## src/design/pbas_regs.svh

```systemverilog
`ifndef PBAS_REGS_SVH
`define PBAS_REGS_SVH
// --------------------------------------------------------------------------
// Clock rate and conversion of times into clock cycles
// --------------------------------------------------------------------------
// The core clock period in nanoseconds.
`define PBAS_CLK_NS 5
// A least time rounds up to whole cycles.
`define PBAS_CYC_UP(ns) (((ns) + `PBAS_CLK_NS - 1) / `PBAS_CLK_NS)
// A longest time rounds down, but never below one cycle.
`define PBAS_CYC_DN(ns) (((ns) < `PBAS_CLK_NS) ? 1 : ((ns) / `PBAS_CLK_NS))
// --------------------------------------------------------------------------
// Named bus delays in nanoseconds
// --------------------------------------------------------------------------
`define PBAS_DESKEW_NS 50
`define PBAS_BUS_FREE_NS 800
`define PBAS_BUS_SET_NS 1600
`define PBAS_BUS_CLEAR_NS 800
`define PBAS_ARB_NS 2400
`define PBAS_SETTLE_NS 400
`define PBAS_SEL_TIMEOUT_NS 20000
// --------------------------------------------------------------------------
// The same delays as cycle counts
// --------------------------------------------------------------------------
`define PBAS_DESKEW_CYC `PBAS_CYC_UP(`PBAS_DESKEW_NS)
`define PBAS_BUS_FREE_CYC `PBAS_CYC_UP(`PBAS_BUS_FREE_NS)
`define PBAS_BUS_SET_CYC `PBAS_CYC_DN(`PBAS_BUS_SET_NS)
`define PBAS_BUS_CLEAR_CYC `PBAS_CYC_DN(`PBAS_BUS_CLEAR_NS)
`define PBAS_ARB_CYC `PBAS_CYC_UP(`PBAS_ARB_NS)
`define PBAS_SETTLE_CYC `PBAS_CYC_UP(`PBAS_SETTLE_NS)
`define PBAS_SEL_TIMEOUT_CYC `PBAS_CYC_DN(`PBAS_SEL_TIMEOUT_NS)
// --------------------------------------------------------------------------
// Widths and pipeline figures
// --------------------------------------------------------------------------
// Cycles from a drive decision until our own level is seen at the sampler.
`define PBAS_PIPE_CYC 3
`define PBAS_TMR_W 12
`define PBAS_ID_W 3
`define PBAS_DATA_W 8
`endif

```

## src/design/pbas_pkg.sv

```systemverilog
`include "pbas_regs.svh"
package pbas_pkg;
  // ------------------------------------------------------------------------
  // Types shared by the controller files
  // ------------------------------------------------------------------------
  // Delay timer and dwell counter value.
  typedef logic [`PBAS_TMR_W-1:0] pbas_tmr_t;
  // One bus device identity number.
  typedef logic [`PBAS_ID_W-1:0] pbas_id_t;
  // One byte of the data bus.
  typedef logic [`PBAS_DATA_W-1:0] pbas_byte_t;
  // Sequencer states of the initiator.
  typedef enum logic [3:0] {
    ST_IDLE, ST_WAIT_FREE, ST_FREE_DLY, ST_ARB, ST_WIN, ST_IDS,
    ST_SELWAIT, ST_SELHOLD, ST_XFER, ST_ACK
  } pbas_state_t;
endpackage

```

## src/design/pbas_bus_sampler.sv

```systemverilog
`timescale 1ns/1ps
`include "pbas_regs.svh"
module pbas_bus_sampler
  import pbas_pkg::*;
#(
  parameter int DESKEW_CYC = `PBAS_DESKEW_CYC
) (
  input wire logic mclk,
  input wire logic resetn,
  input wire logic bsyIn,
  input wire logic selIn,
  input wire logic rstIn,
  input wire logic cdIn,
  input wire logic ioIn,
  input wire logic reqIn,
  input wire logic msgIn,
  input wire pbas_byte_t dataIn,
  input wire logic parIn,
  output logic bsyA,
  output logic selA,
  output logic rstA,
  output logic cdA,
  output logic ioA,
  output logic reqA,
  output logic msgA,
  output pbas_byte_t dataA,
  output logic parA,
  output logic busFree
);
  // ------------------------------------------------------------------------
  // Line capture
  // ------------------------------------------------------------------------
  // A low level means asserted, so every line is inverted once here and the
  // rest of the controller works with asserted-high values.
  always_ff @(posedge mclk or negedge resetn) begin
    if (!resetn) begin
      {bsyA, selA, rstA, cdA, ioA, reqA, msgA, parA} <= 8'h00;
      dataA <= 8'h00;
    end else begin
      {bsyA, selA, rstA} <= ~{bsyIn, selIn, rstIn};
      {cdA, ioA, reqA, msgA} <= ~{cdIn, ioIn, reqIn, msgIn};
      dataA <= ~dataIn;
      parA <= ~parIn;
    end
  end

  // ------------------------------------------------------------------------
  // Bus free qualification
  // ------------------------------------------------------------------------
  pbas_tmr_t freeCnt_reg; // Cycles with busy and select both released.

  // The bus counts as free only once busy and select have both stayed
  // released for a deskew delay with reset inactive; a glitch restarts it.
  always_ff @(posedge mclk or negedge resetn) begin
    if (!resetn) begin
      freeCnt_reg <= '0;
    end else if (bsyA || selA || rstA) begin
      freeCnt_reg <= '0;
    end else if (freeCnt_reg != pbas_tmr_t'(DESKEW_CYC)) begin
      freeCnt_reg <= freeCnt_reg + pbas_tmr_t'(1);
    end
  end

  assign busFree = (freeCnt_reg == pbas_tmr_t'(DESKEW_CYC));
endmodule

```

## src/design/pbas_delay_timer.sv

```systemverilog
`timescale 1ns/1ps
`include "pbas_regs.svh"
module pbas_delay_timer
  import pbas_pkg::*;
(
  input wire logic mclk,
  input wire logic resetn,
  input wire logic load,
  input wire pbas_tmr_t loadVal,
  output logic done
);
  // ------------------------------------------------------------------------
  // Down counter
  // ------------------------------------------------------------------------
  pbas_tmr_t cnt_reg; // Cycles still to wait.

  // Loading N makes done rise N cycles after the load edge.
  always_ff @(posedge mclk or negedge resetn) begin
    if (!resetn) begin
      cnt_reg <= '0;
    end else if (load) begin
      cnt_reg <= loadVal;
    end else if (cnt_reg != '0) begin
      cnt_reg <= cnt_reg - pbas_tmr_t'(1);
    end
  end

  // Done does not look at load, so the sequencer can feed load from its
  // next state without closing a combinational loop.
  assign done = (cnt_reg == '0);
endmodule

```

## src/design/pbas_initiator.sv

```systemverilog
`timescale 1ns/1ps
`include "pbas_regs.svh"
// What this block does
// - Lines are low-true; controls open-collector only.
// - Target requests, initiator acknowledges each byte.
// - Only the initiator drives attention.
// - One byte per handshake, no shared clock.
// - Bit 7 most significant and highest priority.
// - Optional odd parity, ignored during arbitration.
// - Each port owns one data line identity.
// - Arbitration drives identity open-collector only.
// - Exactly one phase; unused lines stay released.
// - Arbitration optional; single initiator without it.
// - Wait bus-free to bus-set, then assert busy.
// - Foreign select seen: release busy and identity.
// - After arbitration delay, lose to higher identity.
// - Winner asserts select, then holds a settle.
// - No arbitration: settle, identities, select later.
// - Arbitration: identities, then release busy later.
// - Two deskews after target busy, release select.
// - Initiator alone drives acknowledge, attention, output.
// - Bus free needs busy and select released.
module pbas_initiator
  import pbas_pkg::*;
#(
  parameter int DESKEW_CYC = `PBAS_DESKEW_CYC,
  parameter int BUS_FREE_CYC = `PBAS_BUS_FREE_CYC,
  parameter int BUS_SET_CYC = `PBAS_BUS_SET_CYC,
  parameter int BUS_CLEAR_CYC = `PBAS_BUS_CLEAR_CYC,
  parameter int ARB_CYC = `PBAS_ARB_CYC,
  parameter int SETTLE_CYC = `PBAS_SETTLE_CYC,
  parameter int SEL_TIMEOUT_CYC = `PBAS_SEL_TIMEOUT_CYC
) (
  input wire logic mclk,
  input wire logic resetn,
  input wire logic startReq,
  input wire logic arbEnable,
  input wire logic parityEnable,
  input wire pbas_id_t ownId,
  input wire pbas_id_t targetId,
  input wire logic attnReq,
  input wire pbas_byte_t txByte,
  input wire logic txValid,
  output logic txTaken,
  output pbas_byte_t rxByte,
  output logic rxValid,
  output logic rxParityErr,
  output logic rxCtl,
  output logic rxMsg,
  output logic connected,
  output logic selDone,
  output logic selFail,
  output logic arbLost,
  output logic linkEnd,
  input wire logic bsyIn,
  output logic bsyOut,
  output logic bsyOeN,
  input wire logic selIn,
  output logic selOut,
  output logic selOeN,
  input wire logic ackIn,
  output logic ackOut,
  output logic ackOeN,
  input wire logic atnIn,
  output logic atnOut,
  output logic atnOeN,
  input wire logic cdIn,
  input wire logic ioIn,
  input wire logic reqIn,
  input wire logic msgIn,
  input wire logic rstIn,
  input wire pbas_byte_t dataIn,
  output pbas_byte_t dataOut,
  output pbas_byte_t dataOeN,
  input wire logic parIn,
  output logic parOut,
  output logic parOeN
);
  // ------------------------------------------------------------------------
  // Helpers
  // ------------------------------------------------------------------------
  // The data line that carries one identity.
  function automatic pbas_byte_t idBit(input pbas_id_t id);
    idBit = 8'h01 << id;
  endfunction

  // Every data line of higher priority than the given identity.
  function automatic pbas_byte_t higherMask(input pbas_id_t id);
    higherMask = 8'hfe << id;
  endfunction

  // Parity bit that makes the nine lines odd.
  function automatic logic oddPar(input pbas_byte_t d);
    oddPar = ~^d;
  endfunction

  // ------------------------------------------------------------------------
  // Declarations
  // ------------------------------------------------------------------------
  pbas_state_t state_reg; // Current sequencer state.
  pbas_state_t state_next; // Sequencer state for the next cycle.
  pbas_tmr_t stayCnt_reg; // Cycles spent in the current state.
  pbas_tmr_t loadVal; // Timer value for the state being entered.
  logic tDone; // Timer has run out.
  logic bsyA, selA, rstA, cdA, ioA, reqA, msgA, parA, busFree;
  pbas_byte_t dataA; // Data lines as asserted bits.
  pbas_byte_t txHold_reg; // Outgoing byte held through the handshake.
  logic outDir_reg; // The current handshake moves a byte out.
  logic pinLow_reg; // Level put on a line whenever it is pulled.
  logic bsyDrv, selDrv, ackDrv, atnDrv, parDrv; // Next drive decisions.
  pbas_byte_t dataDrv; // Next data lines to pull.
  logic dataOn; // The data lines carry both selection identities or a byte next cycle.
  logic enter; // A state change happens at the next edge.

  // ------------------------------------------------------------------------
  // Line sampling and timer
  // ------------------------------------------------------------------------
  pbas_bus_sampler #(.DESKEW_CYC(DESKEW_CYC)) uSampler (
    .mclk(mclk), .resetn(resetn), .bsyIn(bsyIn), .selIn(selIn), .rstIn(rstIn),
    .cdIn(cdIn), .ioIn(ioIn), .reqIn(reqIn), .msgIn(msgIn), .dataIn(dataIn),
    .parIn(parIn), .bsyA(bsyA), .selA(selA), .rstA(rstA), .cdA(cdA), .ioA(ioA),
    .reqA(reqA), .msgA(msgA), .dataA(dataA), .parA(parA), .busFree(busFree)
  );

  pbas_delay_timer uTimer (
    .mclk(mclk), .resetn(resetn), .load(enter), .loadVal(loadVal), .done(tDone)
  );

  assign enter = (state_next != state_reg);

  // Each state that waits a named delay loads it on entry.
  always_comb begin
    case (state_next)
      ST_FREE_DLY: loadVal = pbas_tmr_t'(arbEnable ? BUS_FREE_CYC : SETTLE_CYC);
      ST_ARB: loadVal = pbas_tmr_t'(ARB_CYC);
      ST_WIN: loadVal = pbas_tmr_t'(SETTLE_CYC);
      ST_IDS, ST_SELHOLD: loadVal = pbas_tmr_t'(2 * DESKEW_CYC);
      ST_SELWAIT: loadVal = pbas_tmr_t'(SEL_TIMEOUT_CYC);
      default: loadVal = '0;
    endcase
  end

  // ------------------------------------------------------------------------
  // Sequencer
  // ------------------------------------------------------------------------
  // Next state; a reset condition on the bus drops everything at once.
  always_comb begin
    state_next = state_reg;
    case (state_reg)
      ST_IDLE: if (startReq) state_next = ST_WAIT_FREE;
      ST_WAIT_FREE: if (busFree) state_next = ST_FREE_DLY;
      ST_FREE_DLY: begin
        // Arbitration waits the bus-free delay; without it, the settle.
        if (!busFree) state_next = ST_WAIT_FREE;
        else if (tDone) state_next = arbEnable ? ST_ARB : ST_IDS;
      end
      ST_ARB: begin
        if (selA) state_next = ST_WAIT_FREE;
        else if (tDone && |(dataA & higherMask(ownId))) state_next = ST_WAIT_FREE;
        else if (tDone) state_next = ST_WIN;
      end
      ST_WIN: if (tDone) state_next = ST_IDS;
      ST_IDS: if (tDone) state_next = ST_SELWAIT;
      ST_SELWAIT: begin
        // Our own busy release needs a few cycles to leave the sampler.
        if (bsyA && stayCnt_reg > pbas_tmr_t'(`PBAS_PIPE_CYC)) begin
          state_next = ST_SELHOLD;
        end else if (tDone) begin
          state_next = ST_IDLE;
        end
      end
      ST_SELHOLD: if (tDone) state_next = ST_XFER;
      ST_XFER: begin
        // Target dropping busy ends the connection.
        if (!bsyA) state_next = ST_IDLE;
        else if (reqA && (ioA || txValid)) state_next = ST_ACK;
      end
      ST_ACK: if (!reqA) state_next = ST_XFER;
      default: state_next = ST_IDLE;
    endcase
    if (rstA) state_next = ST_IDLE;
  end

  // State register.
  always_ff @(posedge mclk or negedge resetn) begin
    if (!resetn) state_reg <= ST_IDLE;
    else state_reg <= state_next;
  end

  // Dwell counter, saturating, also used to mask sampler latency.
  always_ff @(posedge mclk or negedge resetn) begin
    if (!resetn) stayCnt_reg <= '0;
    else if (enter) stayCnt_reg <= '0;
    else if (stayCnt_reg != '1) stayCnt_reg <= stayCnt_reg + pbas_tmr_t'(1);
  end

  // ------------------------------------------------------------------------
  // Line drive decode
  // ------------------------------------------------------------------------
  // Each line is pulled only in the states that call for it and is released
  // everywhere else, so stale drive can never leak across phases.
  always_comb begin
    bsyDrv = (state_next == ST_ARB) || (state_next == ST_WIN) ||
             (state_next == ST_IDS && arbEnable);
    selDrv = (state_next == ST_WIN) || (state_next == ST_IDS && arbEnable) ||
             (state_next == ST_SELWAIT) || (state_next == ST_SELHOLD);
    ackDrv = (state_next == ST_ACK);
    atnDrv = attnReq && (state_next == ST_XFER || state_next == ST_ACK);
    dataDrv = 8'h00;
    dataOn = 1'b0;
    parDrv = 1'b0;
    case (state_next)
      ST_ARB, ST_WIN: dataDrv = idBit(ownId);
      ST_IDS, ST_SELWAIT, ST_SELHOLD: begin
        dataDrv = idBit(ownId) | idBit(targetId);
        dataOn = 1'b1;
      end
      ST_ACK: begin
        // Outgoing data only while the target asks for output.
        if (state_reg == ST_XFER && !ioA) begin
          dataDrv = txByte;
          dataOn = 1'b1;
        end else if (state_reg == ST_ACK && outDir_reg) begin
          dataDrv = txHold_reg;
          dataOn = 1'b1;
        end
      end
      default: dataDrv = 8'h00;
    endcase
    // Parity stays released during arbitration where it has no meaning.
    // It is the odd parity of the driven value, so that an
    // all-zero byte still carries its asserted parity bit.
    if (parityEnable && state_next != ST_ARB && state_next != ST_WIN) begin
      parDrv = dataOn && oddPar(dataDrv);
    end
  end

  // Pulled lines: enable low means we pull the line low (asserted).
  always_ff @(posedge mclk or negedge resetn) begin
    if (!resetn) begin
      {bsyOeN, selOeN, ackOeN, atnOeN, parOeN} <= 5'h1f;
      dataOeN <= 8'hff;
    end else begin
      {bsyOeN, selOeN, ackOeN, atnOeN} <= ~{bsyDrv, selDrv, ackDrv, atnDrv};
      parOeN <= ~parDrv;
      dataOeN <= ~dataDrv;
    end
  end

  // Open-collector style everywhere: the driven level is always low.
  always_ff @(posedge mclk or negedge resetn) begin
    if (!resetn) pinLow_reg <= 1'b0;
    else pinLow_reg <= 1'b0;
  end

  assign bsyOut = pinLow_reg;
  assign selOut = pinLow_reg;
  assign ackOut = pinLow_reg;
  assign atnOut = pinLow_reg;
  assign parOut = pinLow_reg;
  assign dataOut = {`PBAS_DATA_W{pinLow_reg}};

  // ------------------------------------------------------------------------
  // Byte transfer
  // ------------------------------------------------------------------------
  // A request in input direction captures the byte and its phase lines; in
  // output direction the user byte is latched and held until request drops.
  always_ff @(posedge mclk or negedge resetn) begin
    if (!resetn) begin
      {rxValid, txTaken, rxParityErr, rxCtl, rxMsg, outDir_reg} <= 6'h00;
      rxByte <= 8'h00;
      txHold_reg <= 8'h00;
    end else begin
      rxValid <= 1'b0;
      txTaken <= 1'b0;
      if (state_reg == ST_XFER && state_next == ST_ACK) begin
        outDir_reg <= !ioA;
        rxCtl <= cdA;
        rxMsg <= msgA;
        if (ioA) begin
          rxByte <= dataA;
          rxValid <= 1'b1;
          rxParityErr <= parityEnable && (parA != oddPar(dataA));
        end else begin
          txHold_reg <= txByte;
          txTaken <= 1'b1;
        end
      end
    end
  end

  // ------------------------------------------------------------------------
  // Status reporting
  // ------------------------------------------------------------------------
  // Event pulses and the connected level follow the sequencer edges.
  always_ff @(posedge mclk or negedge resetn) begin
    if (!resetn) begin
      {connected, selDone, selFail, arbLost, linkEnd} <= 5'h00;
    end else begin
      connected <= (state_next == ST_XFER) || (state_next == ST_ACK);
      selDone <= (state_reg == ST_SELHOLD) && (state_next == ST_XFER);
      selFail <= (state_reg == ST_SELWAIT) && (state_next == ST_IDLE);
      arbLost <= (state_reg == ST_ARB) && (state_next == ST_WAIT_FREE);
      linkEnd <= (state_reg == ST_XFER || state_reg == ST_ACK) && (state_next == ST_IDLE);
    end
  end
endmodule

```

## config.mk

```make
export PLATFORM = sky130hd
export DESIGN_NAME = pbas_initiator
export DESIGN_NICKNAME = d
export VERILOG_FILES = /design/src/design/pbas_pkg.sv /design/src/design/pbas_bus_sampler.sv /design/src/design/pbas_delay_timer.sv /design/src/design/pbas_initiator.sv
export VERILOG_INCLUDE_DIRS = /design/src /design/src/design
export SDC_FILE = /design/constraint.sdc
export NUM_CORES = 1
export LEC_CHECK = 0
export BUFFER_PORTS_ARGS = -buffer_cell sky130_fd_sc_hd__buf_2
export CAP_MARGIN = 20
export CORE_MARGIN = 4
export CORE_UTILIZATION = 45
export CTS_BUF_LIST = sky130_fd_sc_hd__clkbuf_8
export CTS_CLUSTER_SIZE = 14
export DETAILED_ROUTE_END_ITERATION = 8
export PLACE_DENSITY = 0.72
export SLEW_MARGIN = 10
export SYNTH_ARGS = -nofsm -noshare
export SYNTH_HDL_FRONTEND = slang
export SYNTH_SLANG_ARGS = --single-unit
```

## constraint.sdc

```tcl
create_clock -name mclk -period 9.2 [get_ports mclk]
set_clock_uncertainty 0.05 [all_clocks]
set_input_delay 0 -clock mclk [delete_from_list [all_inputs] [get_ports mclk]]
set_output_delay 0 -clock mclk [all_outputs]
set_load 0.01 [all_outputs]
```

==> results.tsv <==
metric	value	unit
portBuffers	67	
drt_first_pass_iters	4	
synth_cell_type_count	75	
wl_per_cell	15.1	µm
min_period_over_period	0.441	
rsz0062_at_grt	no	
synth_edf_count	0	
rr_worst_depth	12	
p_comb_frac	0.228	
avgSynthCellArea	10.5	µm²
root_buffer	clkbuf_8	
power_density	171	nW/µm²
synth_top_area_frac	0.418	
ff_latch_area	2420	µm²
relSlewSlack	0.460	
crit_type	register to register	
seq_area_frac_synth	0.487	
slew_viol_final	0	
initial_core_util	0.459	
clk_path_buf_depth	2	
grt_max_degree	61	
cts_max_level	3	
ys_top_cells_by_count	dfrtp_1, nor2_1, inv_1	
synth_compound_gate_area_share	0.124	
via_count	3828	
cts_buffers	9	
via_per_inst	5.35	
p_switching	0.315	mW
grt_pass1_vias	3782	
ys_async_sr_fraction	1.00	
finalSetupTns	0	ns
finalSetupViolations	0	
routed_wl	10.8	mm
cts_tree	built	
crit_path_end_kind	register	
grt_pass1_wl	18.1	mm
hold_violations	0	
hpwl	7.75	mm
drv_cap	0	
sw_frac_of_total	0.313	
synth_most_common_cell	dfrtp_1	
min_to	dataOeN[4]	
postRouteAntennaNets	0	
core	10800	µm²
timing_worst_slew_pin_value	0.808	ns
postCtsHoldBufs	33	
grt-ovfl-total	0	
rows	38	
fin_crit	4.06	ns
grtUsageTotal	0.174	
critical_path_arrival	4.28	ns
path_clk_slew	0.09	ns
synth_xor_area_frac	0.0863	
power.leakage	2.73	nW
seqPwrFrac	0.498	
crit_required	9.42	ns
finalNonFillerCells	715	
die-area	12800	µm²
synth_simple_gate_area_frac	0.181	
antenna_found_initial	0	
cts-resized-gates	0	
synthCells	473	
cts_setup_buffers	0	
r2r_slack	5.14	ns
hold_depth	3	
layout.nets	614	
reg2reg_to	uTimer.cnt_reg[5]	
ir_worst_vdd	0.112	mV
die_w	113	µm
yosysWarnings	0	
synth-main-ff-cell	dfrtp_1	
gp_congestion	0.950	
die_y	113	µm
syn_to_final_growth	18.6	%
insertedDiodeCount	0	
synthTopCellsByArea	dfrtp_1, dfstp_2, mux2_2	
layout-drive-gt1-share	0.237	
synth_mux_area_frac	0.0488	
cts_sinks	96	
ys_ff_latch	96	
place_inst	665	
crit_fanout	21	
fmax	0.246	GHz
yosysTopAreaCell	dfrtp_1	
io_pins	83	
reg2reg_from	uTimer.cnt_reg[0]	
p_int	0.691	mW
power_frac_clock	0.274	
synth_top_family_by_area	simple AND/OR/NAND/NOR gates	
hold_path_class	input port to register	
multiInputGateArea	2300	µm²
drc	0	
drt_iter0_drc	199	
outcome	finished clean	
syn_area	4970	µm²
fillCellCount	955	
min-delay-start	targetId[0]	
worstSetupStartpointType	register	
synthAdderAreaFrac	0.0126	
clk_latency	0.35	ns
[critical path, cell delays in order (launching register included)]
cell     delay [ns]
dfrtp_1        0.42
inv_1          0.13
ha_1           0.19
nor4b_4        0.29
nand3_1        0.30
o31ai_1        0.45
o311a_1        0.69
inv_1          0.24
o21ai_0        0.20
nand4_1        0.26
buf_6          0.27
or2b_1         0.28
o21ai_0        0.20
[per-stage QoR]
stage / instance area (µm²) / hold WS (ns) / worst slack [ns] / total power [mW] / util
after global placement: 5360 / -0.0711 / 4.73 / 0.716 / 0.494
after floorplan: 5020 / -0.346 / 6.02 / 0.674 / -
after CTS: 5880 / 0.0419 / 4.58 / 1.01 / 0.543
after global routing: 5890 / 0.0699 / 4.81 / 1.07 / 0.544
after detailed placement: 5360 / -0.0611 / 4.60 / 0.726 / 0.494
final: 5890 / 0.0432 / 5.14 / 1.01 / 0.544
[power groups by stage]
stage          clock network [mW]  logic (mW)  registers (mW)
5_1_grt                     0.301       0.261           0.507
2_1_floorplan                   0       0.177           0.497
3_5_place_dp                    0       0.218           0.508
6_report                    0.276       0.229           0.501
3_3_place_gp                    0       0.210           0.506
4_1_cts                     0.283       0.229           0.501
[cells in the final DEF, fill, tap and decap left out, types with 18 or more instances in the layout]
cell type,n
xor2_1,22
dlygate4sd3_1,33
nand2_1,23
dfrtp_1,83
buf_2,66
inv_1,31
mux2_2,18
nor2_1,54
nand3_1,22
xnor2_1,20
[cell type report]
type	count	share of cell area
clock buffer	10	0.0233
clock inverter	6	0.0102
inverter	31	0.0197
multi-input combinational	330	0.390
sequential	96	0.410
tap	140	0.0297
timing repair buffer	102	0.117
[layer usage]
metal / routed length [µm] / track usage / vias up
met1: 4770 / 0.238 / 1861
met2: 5200 / 0.280 / 123
met3: 641 / 0.0380 / 20
li1: - / - / 1824
met4: 175 / 0.0505 / 0
met5: 0 / 0 / -
[kinds of logic (layout without fill, tap and decap cells)]
logic type,Yosys count,count (layout)
xor gates and xnor gates,45,45
and+or+nand+nor,165,165
other,1,13
muxes,22,22
AOI/OAI and AO/OA,80,80
adders and majority gates,5,5
DFF,96,96
buffers and inverters,59,149
[worst max-delay path by stage]
stage / startpoint / endpoint / cells after the start
2_1_floorplan: uTimer.cnt_reg[0] / parOeN / 14
6_report: uTimer.cnt_reg[0] / uTimer.cnt_reg[5] / 12
4_1_cts: uTimer.cnt_reg[0] / uTimer.cnt_reg[5] / 11
3_5_place_dp: uTimer.cnt_reg[0] / uTimer.cnt_reg[10] / 11
3_3_place_gp: uTimer.cnt_reg[0] / uTimer.cnt_reg[5] / 11
5_1_grt: uTimer.cnt_reg[0] / uTimer.cnt_reg[5] / 12
No activity file was read; power rests on OpenSTA's default activity.
